**src/avm_cfg.svh**
```systemverilog
// Offsets, field positions, reset values and counts of the violation monitor
`ifndef AVM_CFG_SVH
`define AVM_CFG_SVH

`define AVM_ID_W        4
`define AVM_MAX_OUT     4'h8
`define AVM_STAT_W      14
`define AVM_LINK_RST_MIN 16

`define AVM_B_AWV_RST   0
`define AVM_B_ARV_RST   1
`define AVM_B_WV_RST    2
`define AVM_B_RV_RST    3
`define AVM_B_BV_RST    4
`define AVM_B_AWR_RST   5
`define AVM_B_WR_RST    6
`define AVM_B_BR_RST    7
`define AVM_B_ARR_RST   8
`define AVM_B_RR_RST    9
`define AVM_B_RID       10
`define AVM_B_BID       11
`define AVM_B_RD_OVF    12
`define AVM_B_WR_OVF    13
`define AVM_RST_CHK_MSK 14'h03FF

`define AVM_OFF_FLAG    12'h000
`define AVM_OFF_CUR     12'h100
`define AVM_OFF_SNAP    12'h200
`define AVM_OFF_CTRL    12'h300

`define AVM_CTRL_SREN   0
`define AVM_CTRL_SEV_LO 1
`define AVM_CTRL_SEV_HI 2
`define AVM_CTRL_STOP   3
`define AVM_CTRL_RST    4'h0

`endif

```
**src/avm_pkg.sv**
```systemverilog
// Types shared by the violation monitor and its tracker
package avm_pkg;
  typedef enum logic [1:0] {AVM_SEV_INFO, AVM_SEV_WARN, AVM_SEV_ERR} avm_sev_e;
  typedef logic [3:0] avm_cnt_t;
  typedef struct packed {
    avm_cnt_t [15:0] cnt;
  } avm_trk_s;
endpackage

```
**src/avm_trk_if.sv**
```systemverilog
// Carrier between the monitor and one per-ID outstanding tracker
`timescale 1ns/1ps
`default_nettype none
interface avm_trk_if;
  logic       clr;
  logic       push;
  logic [3:0] push_id;
  logic       pop;
  logic [3:0] pop_id;
  logic       pop_miss;
  logic       push_full;
  modport mon (output clr, push, push_id, pop, pop_id, input pop_miss, push_full);
  modport trk (input clr, push, push_id, pop, pop_id, output pop_miss, push_full);
endinterface
`default_nettype wire

```
**src/avm_trk.sv**
```systemverilog
// Per-ID count of outstanding transactions on one direction of the link
`timescale 1ns/1ps
`default_nettype none
`include "avm_cfg.svh"
module avm_trk (
  input wire logic mclk,
  input wire logic rst_n,
  avm_trk_if.trk   tk
);
  avm_pkg::avm_trk_s r;
  avm_pkg::avm_trk_s n;

  assign tk.pop_miss  = tk.pop && (r.cnt[tk.pop_id] == 4'h0);
  assign tk.push_full = tk.push && (r.cnt[tk.push_id] == `AVM_MAX_OUT);

  // Each ID keeps its own depth; an entry lives until its completion pops it
  always_comb
  begin
    n = r;
    if (tk.clr)
    begin
      n = '0;
    end
    else
    begin
      if (tk.push && !tk.push_full)
      begin
        n.cnt[tk.push_id] = n.cnt[tk.push_id] + 4'h1;
      end
      if (tk.pop && !tk.pop_miss)
      begin
        n.cnt[tk.pop_id] = n.cnt[tk.pop_id] - 4'h1;
      end
    end
  end

  always_ff @(posedge mclk or negedge rst_n)
  begin
    if (!rst_n)
      r <= '0;
    else
      r <= n;
  end

  cnt_bound_a: assert property (@(posedge mclk) disable iff (!rst_n)
    tk.push && !tk.clr && !tk.pop && (r.cnt[tk.push_id] < `AVM_MAX_OUT)
    |=> r.cnt[$past(tk.push_id)] == $past(r.cnt[tk.push_id]) + 4'h1)
    else $error("tracker count did not advance");
endmodule
`default_nettype wire

```
**src/avm_mon.sv**
```systemverilog
// Passive link violation monitor with reset tracking and status readout
// Function
// - Link is observed on the same clock as master and slave.
// - Register readout port runs on that same clock.
// - Link reset and status-clear reset are active low, sampled on mclk.
// - Either reset clears the status vector and the summary flag.
// - Status-clear reset clears status but not link view or tracking.
// - With status-clear enabled, check valid and ready levels after link reset.
// - Reset-related flags are cleared by the status-clear reset too.
// - Status-clear disabled omits the ten valid and ready reset checks.
// - Reads tracked by read-address ID, writes by write-address ID.
// - Per-ID entries held until completion; depth is max outstanding per ID.
// - Each cycle with new violations, except a cycle that clears status, pulses viol_pulse with the lowest new bit index and the severity.
// - Reported bit index names exactly the status bit that was set.
// - Severity is info, warning or error; error with stop enabled raises viol_stop.
// - Every check result stays a separate named net.
// - Snapshot of status taken when summary flag first rises, held.
// - Snapshot cleared by either reset.
//
// The register addresses and the address-and-strobe port are this design's own decisions.
`timescale 1ns/1ps
`default_nettype none
`include "avm_cfg.svh"
module avm_mon (
  input  wire logic                   mclk,
  input  wire logic                   rst_n,
  input  wire logic                   link_rst_n,
  input  wire logic                   sys_rst_n,
  input  wire logic                   aw_valid,
  input  wire logic                   aw_ready,
  input  wire logic [`AVM_ID_W-1:0]   aw_id,
  input  wire logic                   w_valid,
  input  wire logic                   w_ready,
  input  wire logic                   b_valid,
  input  wire logic                   b_ready,
  input  wire logic [`AVM_ID_W-1:0]   b_id,
  input  wire logic                   ar_valid,
  input  wire logic                   ar_ready,
  input  wire logic [`AVM_ID_W-1:0]   ar_id,
  input  wire logic                   r_valid,
  input  wire logic                   r_ready,
  input  wire logic [`AVM_ID_W-1:0]   r_id,
  input  wire logic                   r_last,
  input  wire logic [11:0]            reg_addr,
  input  wire logic [31:0]            reg_wdata,
  input  wire logic                   reg_we,
  input  wire logic                   reg_re,
  output logic      [31:0]            reg_rdata,
  output logic      [`AVM_STAT_W-1:0] violation_status_vector,
  output logic                        violation_summary_flag,
  output logic                        viol_pulse,
  output logic      [3:0]             viol_bit,
  output avm_pkg::avm_sev_e           viol_sev,
  output logic                        viol_stop
);

  typedef struct packed {
    logic [`AVM_STAT_W-1:0] status;
    logic                   flag;
    logic [`AVM_STAT_W-1:0] snap;
    logic                   in_rst;
    logic                   sr_en;
    avm_pkg::avm_sev_e      sev;
    logic                   stop_en;
    logic [31:0]            rdata;
    logic                   pulse;
    logic [3:0]             bitn;
  } avm_mon_s;

  avm_mon_s r;
  avm_mon_s n;

  avm_trk_if rd_if ();
  avm_trk_if wr_if ();

  ////////////////////////////////////////////////////////////////////////////
  // Lowest set bit; the message index must point at one real status bit
  function automatic logic [3:0] avm_low_bit(input logic [`AVM_STAT_W-1:0] v);
    logic [3:0] idx;
    idx = 4'h0;
    for (int i = `AVM_STAT_W - 1; i >= 0; i--)
    begin
      if (v[i])
        idx = 4'(i);
    end
    return idx;
  endfunction

  function automatic logic [31:0] avm_zx(input logic [`AVM_STAT_W-1:0] v);
    return {{(32 - `AVM_STAT_W){1'b0}}, v};
  endfunction

  ////////////////////////////////////////////////////////////////////////////
  // Link view and per-ID tracking, all on mclk
  logic link_ok;
  logic post_rst;
  logic sr_chk;
  logic stat_clr;

  assign link_ok  = link_rst_n;
  assign post_rst = r.in_rst && link_rst_n;
  assign sr_chk   = r.sr_en && post_rst;
  // Status-clear reset touches status and snapshot only, never the trackers
  assign stat_clr = !link_rst_n || (r.sr_en && !sys_rst_n);

  assign rd_if.clr     = !link_rst_n;
  assign rd_if.push    = ar_valid && ar_ready;
  assign rd_if.push_id = ar_id;
  assign rd_if.pop     = r_valid && r_ready && r_last;
  assign rd_if.pop_id  = r_id;

  assign wr_if.clr     = !link_rst_n;
  assign wr_if.push    = aw_valid && aw_ready;
  assign wr_if.push_id = aw_id;
  assign wr_if.pop     = b_valid && b_ready;
  assign wr_if.pop_id  = b_id;

  avm_trk u_rd_trk (
    .mclk  (mclk),
    .rst_n (rst_n),
    .tk    (rd_if.trk)
  );

  avm_trk u_wr_trk (
    .mclk  (mclk),
    .rst_n (rst_n),
    .tk    (wr_if.trk)
  );

  ////////////////////////////////////////////////////////////////////////////
  // Individual checks, kept as separate nets for debug probing
  logic chk_wr_addr_valid_after_reset;
  logic chk_rd_addr_valid_after_reset;
  logic chk_wr_data_valid_after_reset;
  logic chk_rd_data_valid_after_reset;
  logic chk_wr_resp_valid_after_reset;
  logic chk_wr_addr_ready_after_reset;
  logic chk_wr_data_ready_after_reset;
  logic chk_wr_resp_ready_after_reset;
  logic chk_rd_addr_ready_after_reset;
  logic chk_rd_data_ready_after_reset;
  logic chk_read_id_matches_outstanding;
  logic chk_resp_id_matches_outstanding;
  logic chk_rd_outstanding_overflow;
  logic chk_wr_outstanding_overflow;
  logic [`AVM_STAT_W-1:0] chk_vec;
  logic [`AVM_STAT_W-1:0] chk_new;

  // First cycle out of link reset: every valid and ready must be low
  assign chk_wr_addr_valid_after_reset = sr_chk && aw_valid;
  assign chk_rd_addr_valid_after_reset = sr_chk && ar_valid;
  assign chk_wr_data_valid_after_reset = sr_chk && w_valid;
  assign chk_rd_data_valid_after_reset = sr_chk && r_valid;
  assign chk_wr_resp_valid_after_reset = sr_chk && b_valid;
  assign chk_wr_addr_ready_after_reset = sr_chk && aw_ready;
  assign chk_wr_data_ready_after_reset = sr_chk && w_ready;
  assign chk_wr_resp_ready_after_reset = sr_chk && b_ready;
  assign chk_rd_addr_ready_after_reset = sr_chk && ar_ready;
  assign chk_rd_data_ready_after_reset = sr_chk && r_ready;
  assign chk_read_id_matches_outstanding = link_ok && rd_if.pop_miss;
  assign chk_resp_id_matches_outstanding = link_ok && wr_if.pop_miss;
  assign chk_rd_outstanding_overflow = link_ok && rd_if.push_full;
  assign chk_wr_outstanding_overflow = link_ok && wr_if.push_full;

  // Fixed bit map: a reported index always names one check net
  always_comb
  begin
    chk_vec = '0;
    chk_vec[`AVM_B_AWV_RST] = chk_wr_addr_valid_after_reset;
    chk_vec[`AVM_B_ARV_RST] = chk_rd_addr_valid_after_reset;
    chk_vec[`AVM_B_WV_RST]  = chk_wr_data_valid_after_reset;
    chk_vec[`AVM_B_RV_RST]  = chk_rd_data_valid_after_reset;
    chk_vec[`AVM_B_BV_RST]  = chk_wr_resp_valid_after_reset;
    chk_vec[`AVM_B_AWR_RST] = chk_wr_addr_ready_after_reset;
    chk_vec[`AVM_B_WR_RST]  = chk_wr_data_ready_after_reset;
    chk_vec[`AVM_B_BR_RST]  = chk_wr_resp_ready_after_reset;
    chk_vec[`AVM_B_ARR_RST] = chk_rd_addr_ready_after_reset;
    chk_vec[`AVM_B_RR_RST]  = chk_rd_data_ready_after_reset;
    chk_vec[`AVM_B_RID]     = chk_read_id_matches_outstanding;
    chk_vec[`AVM_B_BID]     = chk_resp_id_matches_outstanding;
    chk_vec[`AVM_B_RD_OVF]  = chk_rd_outstanding_overflow;
    chk_vec[`AVM_B_WR_OVF]  = chk_wr_outstanding_overflow;
  end

  assign chk_new = chk_vec & ~r.status;

  ////////////////////////////////////////////////////////////////////////////
  // Status, snapshot, report and register port
  always_comb
  begin
    n = r;
    n.in_rst = !link_rst_n;
    n.pulse = 1'b0;
    n.rdata = 32'h0000_0000;
    if (stat_clr)
    begin
      n.status = '0;
      n.snap = '0;
    end
    else
    begin
      n.status = r.status | chk_vec;
      // Report only the lowest newly set bit; other bits new in the same cycle get no report
      if (|chk_new)
      begin
        n.pulse = 1'b1;
        n.bitn = avm_low_bit(chk_new);
      end
      if (!r.flag && (|n.status))
        n.snap = n.status;
    end
    n.flag = |n.status;
    if (reg_we && (reg_addr == `AVM_OFF_CTRL))
    begin
      n.sr_en = reg_wdata[`AVM_CTRL_SREN];
      n.stop_en = reg_wdata[`AVM_CTRL_STOP];
      case (reg_wdata[`AVM_CTRL_SEV_HI:`AVM_CTRL_SEV_LO])
        2'h0:    n.sev = avm_pkg::AVM_SEV_INFO;
        2'h1:    n.sev = avm_pkg::AVM_SEV_WARN;
        default: n.sev = avm_pkg::AVM_SEV_ERR;
      endcase
    end
    // Read data reflects state before this cycle's update
    if (reg_re)
    begin
      case (reg_addr)
        `AVM_OFF_FLAG: n.rdata = {31'h0000_0000, r.flag};
        `AVM_OFF_CUR:  n.rdata = avm_zx(r.status);
        `AVM_OFF_SNAP: n.rdata = avm_zx(r.snap);
        `AVM_OFF_CTRL: n.rdata = {28'h000_0000, r.stop_en, r.sev, r.sr_en};
        default:       n.rdata = 32'h0000_0000;
      endcase
    end
  end

  // House reset is the only async one; link and status-clear resets act on edges
  always_ff @(posedge mclk or negedge rst_n)
  begin
    if (!rst_n)
      r <= '0;
    else
      r <= n;
  end

  assign violation_status_vector = r.status;
  assign violation_summary_flag  = r.flag;
  assign viol_pulse = r.pulse;
  assign viol_bit   = r.bitn;
  assign viol_sev   = r.sev;
  assign viol_stop  = r.pulse && r.stop_en && (r.sev == avm_pkg::AVM_SEV_ERR);
  assign reg_rdata  = r.rdata;

  ////////////////////////////////////////////////////////////////////////////
  // Checks on the monitor's own behaviour
  link_clear_a: assert property (@(posedge mclk) disable iff (!rst_n)
    !link_rst_n |=> (r.status == '0) && !r.flag && (r.snap == '0))
    else $error("link reset left status set");

  sys_clear_a: assert property (@(posedge mclk) disable iff (!rst_n)
    r.sr_en && !sys_rst_n |=> (r.status == '0) && !r.flag)
    else $error("status-clear reset left status set");

  sys_keeps_trk_a: assert property (@(posedge mclk) disable iff (!rst_n)
    link_rst_n && !sys_rst_n |-> !rd_if.clr && !wr_if.clr)
    else $error("status-clear reset touched tracking");

  omit_chk_a: assert property (@(posedge mclk) disable iff (!rst_n)
    !r.sr_en |-> (chk_vec & `AVM_RST_CHK_MSK) == '0)
    else $error("reset check active while disabled");

  aw_after_rst_a: assert property (@(posedge mclk) disable iff (!rst_n)
    $rose(link_rst_n) && r.sr_en && sys_rst_n && aw_valid ##1 link_rst_n && sys_rst_n
    |-> r.status[`AVM_B_AWV_RST])
    else $error("valid after reset not flagged");

  rid_miss_a: assert property (@(posedge mclk) disable iff (!rst_n)
    chk_read_id_matches_outstanding && !stat_clr |=> r.status[`AVM_B_RID] && r.flag)
    else $error("unmatched read id not flagged");

  snap_first_a: assert property (@(posedge mclk) disable iff (!rst_n)
    $rose(r.flag) |-> r.snap == r.status)
    else $error("snapshot not taken at first flag");

  snap_hold_a: assert property (@(posedge mclk) disable iff (!rst_n)
    r.flag && !stat_clr |=> $stable(r.snap))
    else $error("snapshot changed while held");

  pulse_bit_a: assert property (@(posedge mclk) disable iff (!rst_n)
    r.pulse |-> r.status[r.bitn] && ((($past(r.status) >> r.bitn) & 14'h0001) == 14'h0000))
    else $error("reported bit not newly set");

  flag_track_a: assert property (@(posedge mclk) disable iff (!rst_n)
    (r.status != '0) == r.flag)
    else $error("summary flag out of step with status");

  // Clearing, reporting and readout; read tracker counts are also compared here with their past value
  trk_kept_a: assert property (@(posedge mclk) disable iff (!rst_n)
    link_rst_n && !sys_rst_n && !rd_if.push && !rd_if.pop |=> $stable(u_rd_trk.r))
    else $error("status-clear reset changed read tracking");

  snap_clear_a: assert property (@(posedge mclk) disable iff (!rst_n)
    stat_clr |=> (r.snap == '0))
    else $error("snapshot survived a clearing reset");

  rst_bits_clr_a: assert property (@(posedge mclk) disable iff (!rst_n)
    r.sr_en && !sys_rst_n |=> ((r.status & `AVM_RST_CHK_MSK) == '0))
    else $error("reset check bits survived status-clear");

  pulse_new_a: assert property (@(posedge mclk) disable iff (!rst_n)
    (|chk_new) && !stat_clr |=> r.pulse)
    else $error("new violation not reported");

  bit_lowest_a: assert property (@(posedge mclk) disable iff (!rst_n)
    r.pulse |-> ((r.status & ~$past(r.status) & ((14'h0001 << r.bitn) - 14'h0001)) == '0))
    else $error("reported bit is not the lowest new bit");

  rdy_after_rst_a: assert property (@(posedge mclk) disable iff (!rst_n)
    $rose(link_rst_n) && r.sr_en && sys_rst_n && r_ready |=> r.status[`AVM_B_RR_RST])
    else $error("ready after reset not flagged");

  wr_ovf_a: assert property (@(posedge mclk) disable iff (!rst_n)
    chk_wr_outstanding_overflow && !stat_clr |=> r.status[`AVM_B_WR_OVF])
    else $error("write overflow not flagged");

  rdata_idle_a: assert property (@(posedge mclk) disable iff (!rst_n)
    !$past(reg_re) |-> (r.rdata == 32'h0000_0000))
    else $error("read data shown without a read");

  snap_idle_a: assert property (@(posedge mclk) disable iff (!rst_n)
    !r.flag |-> (r.snap == '0))
    else $error("snapshot set while flag low");

endmodule
`default_nettype wire

```
**config.mk**
```make
export PLATFORM = sky130hd
export DESIGN_NAME = avm_mon
export DESIGN_NICKNAME = d
export VERILOG_FILES = /design/src/avm_pkg.sv /design/src/avm_trk_if.sv /design/src/avm_trk.sv /design/src/avm_mon.sv
export VERILOG_INCLUDE_DIRS = /design/src
export SDC_FILE = /design/constraint.sdc
export NUM_CORES = 1
export LEC_CHECK = 0
export BUFFER_PORTS_ARGS = -buffer_cell sky130_fd_sc_hd__buf_4
export CAP_MARGIN = 20
export CORE_AREA = 4 4 155 157
export CTS_BUF_LIST = sky130_fd_sc_hd__clkbuf_16
export CTS_CLUSTER_DIAMETER = 80
export DETAILED_ROUTE_END_ITERATION = 8
export DIE_AREA = 0 0 159 161
export PLACE_DENSITY = 0.81
export SLEW_MARGIN = 20
export SYNTH_ARGS = -nofsm -noshare
export SYNTH_HDL_FRONTEND = slang
export SYNTH_SLANG_ARGS = --single-unit
```
**constraint.sdc**
```tcl
create_clock -name mclk -period 5.4 [get_ports mclk]
set_input_delay 0.81 -clock mclk [delete_from_list [all_inputs] [get_ports mclk]]
set_output_delay 0.81 -clock mclk [all_outputs]
set_load 0.005 [all_outputs]
```
After elaboration in Yosys (flattened, before gate mapping)

Cells that the tools add are included.

Equality and inequality tests: 7
Bitwise gates (word level): 4
Reduce and logical (&&, ||, !) cells: 55
Order comparisons: 8
Add/sub/neg operators: 4
Mux-type cells: 54

Operators by type and width:

| operator               | count |
|---|---|
| $mux W64               | 8 |
| $bwmux W64             | 4 |
| $bmux W4 S4            | 6 |
| $mux W4                | 24 |
| $demux W4 S4           | 4 |
| $mux W14               | 4 |
| $pmux W14 S4           | 1 |
| $reduce_or A14 Y1      | 3 |
| $logic_and A1 B1 Y1    | 38 |
| $eq A12 B10 Y1 const B | 2 |
| $lt A4 B5 Y1 const B   | 4 |
| $ge A4 B1 Y1 const B   | 4 |
| $and A14 B14 Y14       | 1 |
| $not A14 Y14           | 1 |
| $or A14 B14 Y14        | 1 |
| $eq A12 B9 Y1 const B  | 1 |
| $logic_not A12 Y1      | 1 |
| $mux W5                | 2 |
| $add A4 B1 Y4 const B  | 2 |
| $eq A4 B4 Y1 const B   | 2 |
| $logic_not A4 Y1       | 2 |
| $sub A4 B1 Y4 const B  | 2 |
| $logic_not A1 Y1       | 7 |
| $pmux W2 S2            | 1 |
| 7 further kinds        | 7 |

Output and inout port bits: 55
Bits in registers: 199

Longest topological paths before layout

Depth after elaboration: 22
Mapped depth: 23
Depth with buffers taken out: 17

Hierarchy

Synthesis repeated with hierarchy kept, for this count alone.

Cells, all modules: 1,623
Area, all modules: 14,421.3 sq um

Modules (own cells, without submodules):

| module  | area an instance (sq um) | cells an instance | times used | seq. area each (sq um) |
|---|---|---|---|---|
| avm_trk | 5,679.2                  | 657               | 2          | 1,601.5 |
| avm_mon | 3,062.9                  | 309               | 1          | 1,326.3 |

Worst setup path before layout

OpenSTA, ideal clock, no wires.

Path type: in2reg
From: input ar_id[0]
To: register u_rd_trk.r[14] in the netlist's numbering
Setup time: 0.142 ns
Cell stages on the path: 20
Data arrival time: 5.334 ns
Path buffers: 5
Path slack: -0.076 ns
Cells stage by stage: buf_2 mux4_2 nand2_1 and4_1 clkbuf_1 ha_1 inv_1 or4_1 buf_2 nand3_1 mux2i_1 o32a_1 o21ai_0 nand4bb_1 inv_1 buf_1 ha_1 xor2_1 clkbuf_1 a211oi_1

RTL lines:

| item                 | line          | source |
|---|---|---|
| from (decl)          | avm_mon.sv:39 | `` input wire logic [`AVM_ID_W-1:0] ar_id, `` |
| to (signal assigned) | avm_trk.sv:42 | `r <= n;` |
| to (decl)            | avm_trk.sv:10 | `avm_pkg::avm_trk_s r;` |

==> impl_metrics.ini <==
[pwr]
seqPwrFrac_pct = 40.9
swShare_pct = 33.9
peakVddDrop_v = 0.000188
power_mw = 3.42
power_density_nw_per_um2 = 225
clockPowerShare_pct = 40.0
p_int_mw = 2.26
p_sw_mw = 1.16
p_comb_share_pct = 19.1
leakagePower_nw = 6.68

[detailed_routing]
avgViaCountPerCell = 7.00
drc = 0
vias = 13197
wl_per_cell_um = 26.2
drtAntennaViolNets = 0
dr.pass1.iters = 7
drt-initial-drc-count = 1450
wirelength_um = 49400

[setup_path]
cp_max_fo = 16
cp-end-kind = register
rrSetupSlack_ns = 0.51
required_ns = 5.74
crit_start = aw_id[1]
arrival_ns = 5.49
r2r-end = u_rd_trk.r[6]$_DFF_PN0_
critPathKind = input pin to register
r2r-start = u_rd_trk.r[57]$_DFF_PN0_
timing.critical_path.to = u_wr_trk.r[15]$_DFF_PN0_
start_kind = input pin
worstRegToRegCells = 17

[timing]
holdWs_ns = 0.407
fmax_ghz = 0.194
finalHoldViolCount = 0
rsz0062_at_grt = false
skew_ns = 0.0240
finalSetupViolations = 0
post-route-period-util_pct = 95.4
worstMarginPinSlew_ns = 1.06
setup_slack_ns = 0.250
drv_slew = 0
timing.slew.headroom_pct = 29.0
post-route-min-period_ns = 5.15

[global_route]
grt-ovfl-total = 0
grt_first_pass_wirelength_um = 76300
grt.total_usage_pct = 37.9
grt_pass1_vias = 12696
antenna_found_initial = 0
grt_start_max_net_pins = 88

[die]
core_area_um2 = 22500
io-pin-count = 132
start_util_pct = 60.5
rows = 55
die_w_um = 159
die_y_um = 161
fp.dieArea_um2 = 25600

[yosys]
synth-edff-count = 0
synth_area_per_cell_um2 = 8.86
syn_area_um2 = 13600
ys.flop_type = dfrtp_1
ys_types = 90
synth-seq-cells = 181
yosysSeqAreaShare_pct = 33.3
synthCells = 1535
ys_warn_count = 0
ys_async_sr_fraction_pct = 100

[clock_network]
clk_latency_ns = 0.45
cts.sinks = 181
cts_buffer_depth = 2
ctsResizeCount = 0
path_clk_slew_ns = 0.09
cts_buffers = 17
cts_tree = done
hold_buffers = 0
postCtsSetupBuffers = 0
cts_root_buf = clkbuf_16
ctsHtreeMaxLevel = 4

[run]
cap_violations = 0

[finish]
final_nets = 1671
instances_no_fill = 1886
syn_to_final_growth_pct = 11.8
fin_area_um2 = 15200
n_antenna_cell = 0
drive_above_1_share_pct = 22.6

[placed_design]
gp_congestion = 0.993
placed_cells = 1854
preCtsSetupSlack_ns = -0.0587
port_buffers = 85
dp_hpwl_um = 35900
dpl_cell_area_um2 = 14600

[hold_path]
min_path_type = input pin to asynchronous set/reset pin

[run_status]
status = complete, no violations
[kinds of logic after synthesis]
logic type      after synthesis  synth area share (%)
buf+inv                     186                  7.00
other cells                   1                0.0276
flops                       181                  33.3
compound gates              329                  16.5
fa+ha+maj                     6                 0.552
xor+xnor                     11                 0.956
mux                         221                  20.5
simple gates                600                  21.2
[metrics by stage]
step           utilization (%)  TNS [ns]
6_report                  67.6         0
4_1_cts                   67.6         0
3_3_place_gp              64.7   -0.0544
5_1_grt                   67.6         0
2_1_floorplan                -         0
3_5_place_dp              64.7    -0.226
[state kept, by name, indices dropped and copies added, names as in the netlist]
name and cells:
reg_rdata 14, u_rd_trk.r 64, r 17, violation_summary_flag 1, violation_status_vector 14, viol_bit 4
u_wr_trk.r 64, viol_pulse 1, viol_sev 2
[power groups by stage]
stage               clock (mW)  combinational, mW  sequential (mW)
floorplan                    0              0.374             1.42
global placement             0              0.630             1.43
detailed placement           0              0.636             1.43
CTS                       1.37              0.639             1.40
global route              1.42              0.690             1.40
finish                    1.37              0.653             1.40
[cell type report]
| class | count | area, um^2 |
|---|---|---|
| clock buffers | 17 | 425 |
| clock inverters | 15 | 216 |
| fillers | 1892 | 7290 |
| inverters | 24 | 91.3 |
| multi-input cells | 1185 | 8190 |
| flip-flops and latches | 181 | 4530 |
| well taps | 285 | 357 |
| repair buffers | 179 | 1400 |
[metal layers]
metal,track usage [%],up-vias,share of wire [%]
met1,50.1,6438,39
met4,18.1,0,5.7
li1,-,5697,-
met2,61.3,874,47
met5,0,-,0
met3,6.23,188,8.9
[worst min path at each step]
stage                       startpoint                        to  slack (ns)
6_report                         rst_n  u_wr_trk.r[33]$_DFF_PN0_        0.41
5_1_grt                          rst_n  u_wr_trk.r[35]$_DFF_PN0_        0.46
4_1_cts                          rst_n  u_wr_trk.r[33]$_DFF_PN0_        0.44
3_5_place_dp   viol_bit[1]$_DFFE_PN0P_   viol_bit[1]$_DFFE_PN0P_        0.52
3_3_place_gp   viol_bit[1]$_DFFE_PN0P_   viol_bit[1]$_DFFE_PN0P_        0.49
2_1_floorplan  viol_bit[2]$_DFFE_PN0P_   viol_bit[2]$_DFFE_PN0P_        0.47
[synthesized netlist by cell type (6+ instances only)]
master	count	share of area [%]
nor2_1	229	6.3
dfrtp_1	181	33
nand2_1	125	3.4
mux2i_1	102	7.5
clkbuf_1	83	2.3
a21oi_1	81	3.0
mux2_2	79	6.5
o21ai_0	58	2.1
buf_4	55	3.0
a211oi_1	44	2.4
nor3_1	43	1.6
mux4_2	36	6.0
nor4_1	34	1.6
nand3_1	33	1.2
nor2b_1	33	1.5
and3_1	22	1.0
nand2b_1	21	0.97
inv_1	20	0.55
a22oi_1	17	0.94
o31ai_1	15	0.83
a31oi_1	12	0.55
buf_2	12	0.44
o22ai_1	12	0.55
or4_1	9	0.50
nand4_1	8	0.37
o31ai_2	8	0.74
a2111oi_0	7	0.45
buf_1	7	0.19
o211ai_1	7	0.39
o32ai_1	7	0.45
xnor2_1	7	0.45
a221oi_1	6	0.39
ha_1	6	0.55
[critical path, stage by stage]
cell       delay, ns
buf_4           0.28
mux4_2          0.57
mux2i_1         0.34
mux2_2          0.27
inv_1           0.07
ha_1            0.23
nor2b_1         0.14
o21ai_0         0.08
o2111ai_1       0.38
mux2_2          0.43
a2111oi_0       0.62
buf_4           0.23
nor4_1          0.06
nand4_1         0.21
nand3_4         0.12
xnor2_4         0.14
buf_4           0.22
o31ai_1         0.28
[cell usage in the layout (no fill, tap or decap), types with 20 or more instances in the layout]
cell type / count
nor4_1: 34
nand3_1: 33
and3_1: 22
dfrtp_1: 181
a21oi_1: 81
o21ai_0: 58
mux2i_1: 102
a211oi_1: 44
mux2_2: 79
nor3_1: 43
nand2_1: 125
nor2_1: 229
nand2b_1: 21
nor2b_1: 33
inv_1: 20
mux4_2: 36
buf_4: 174
(Power assumes the default switching activity.)
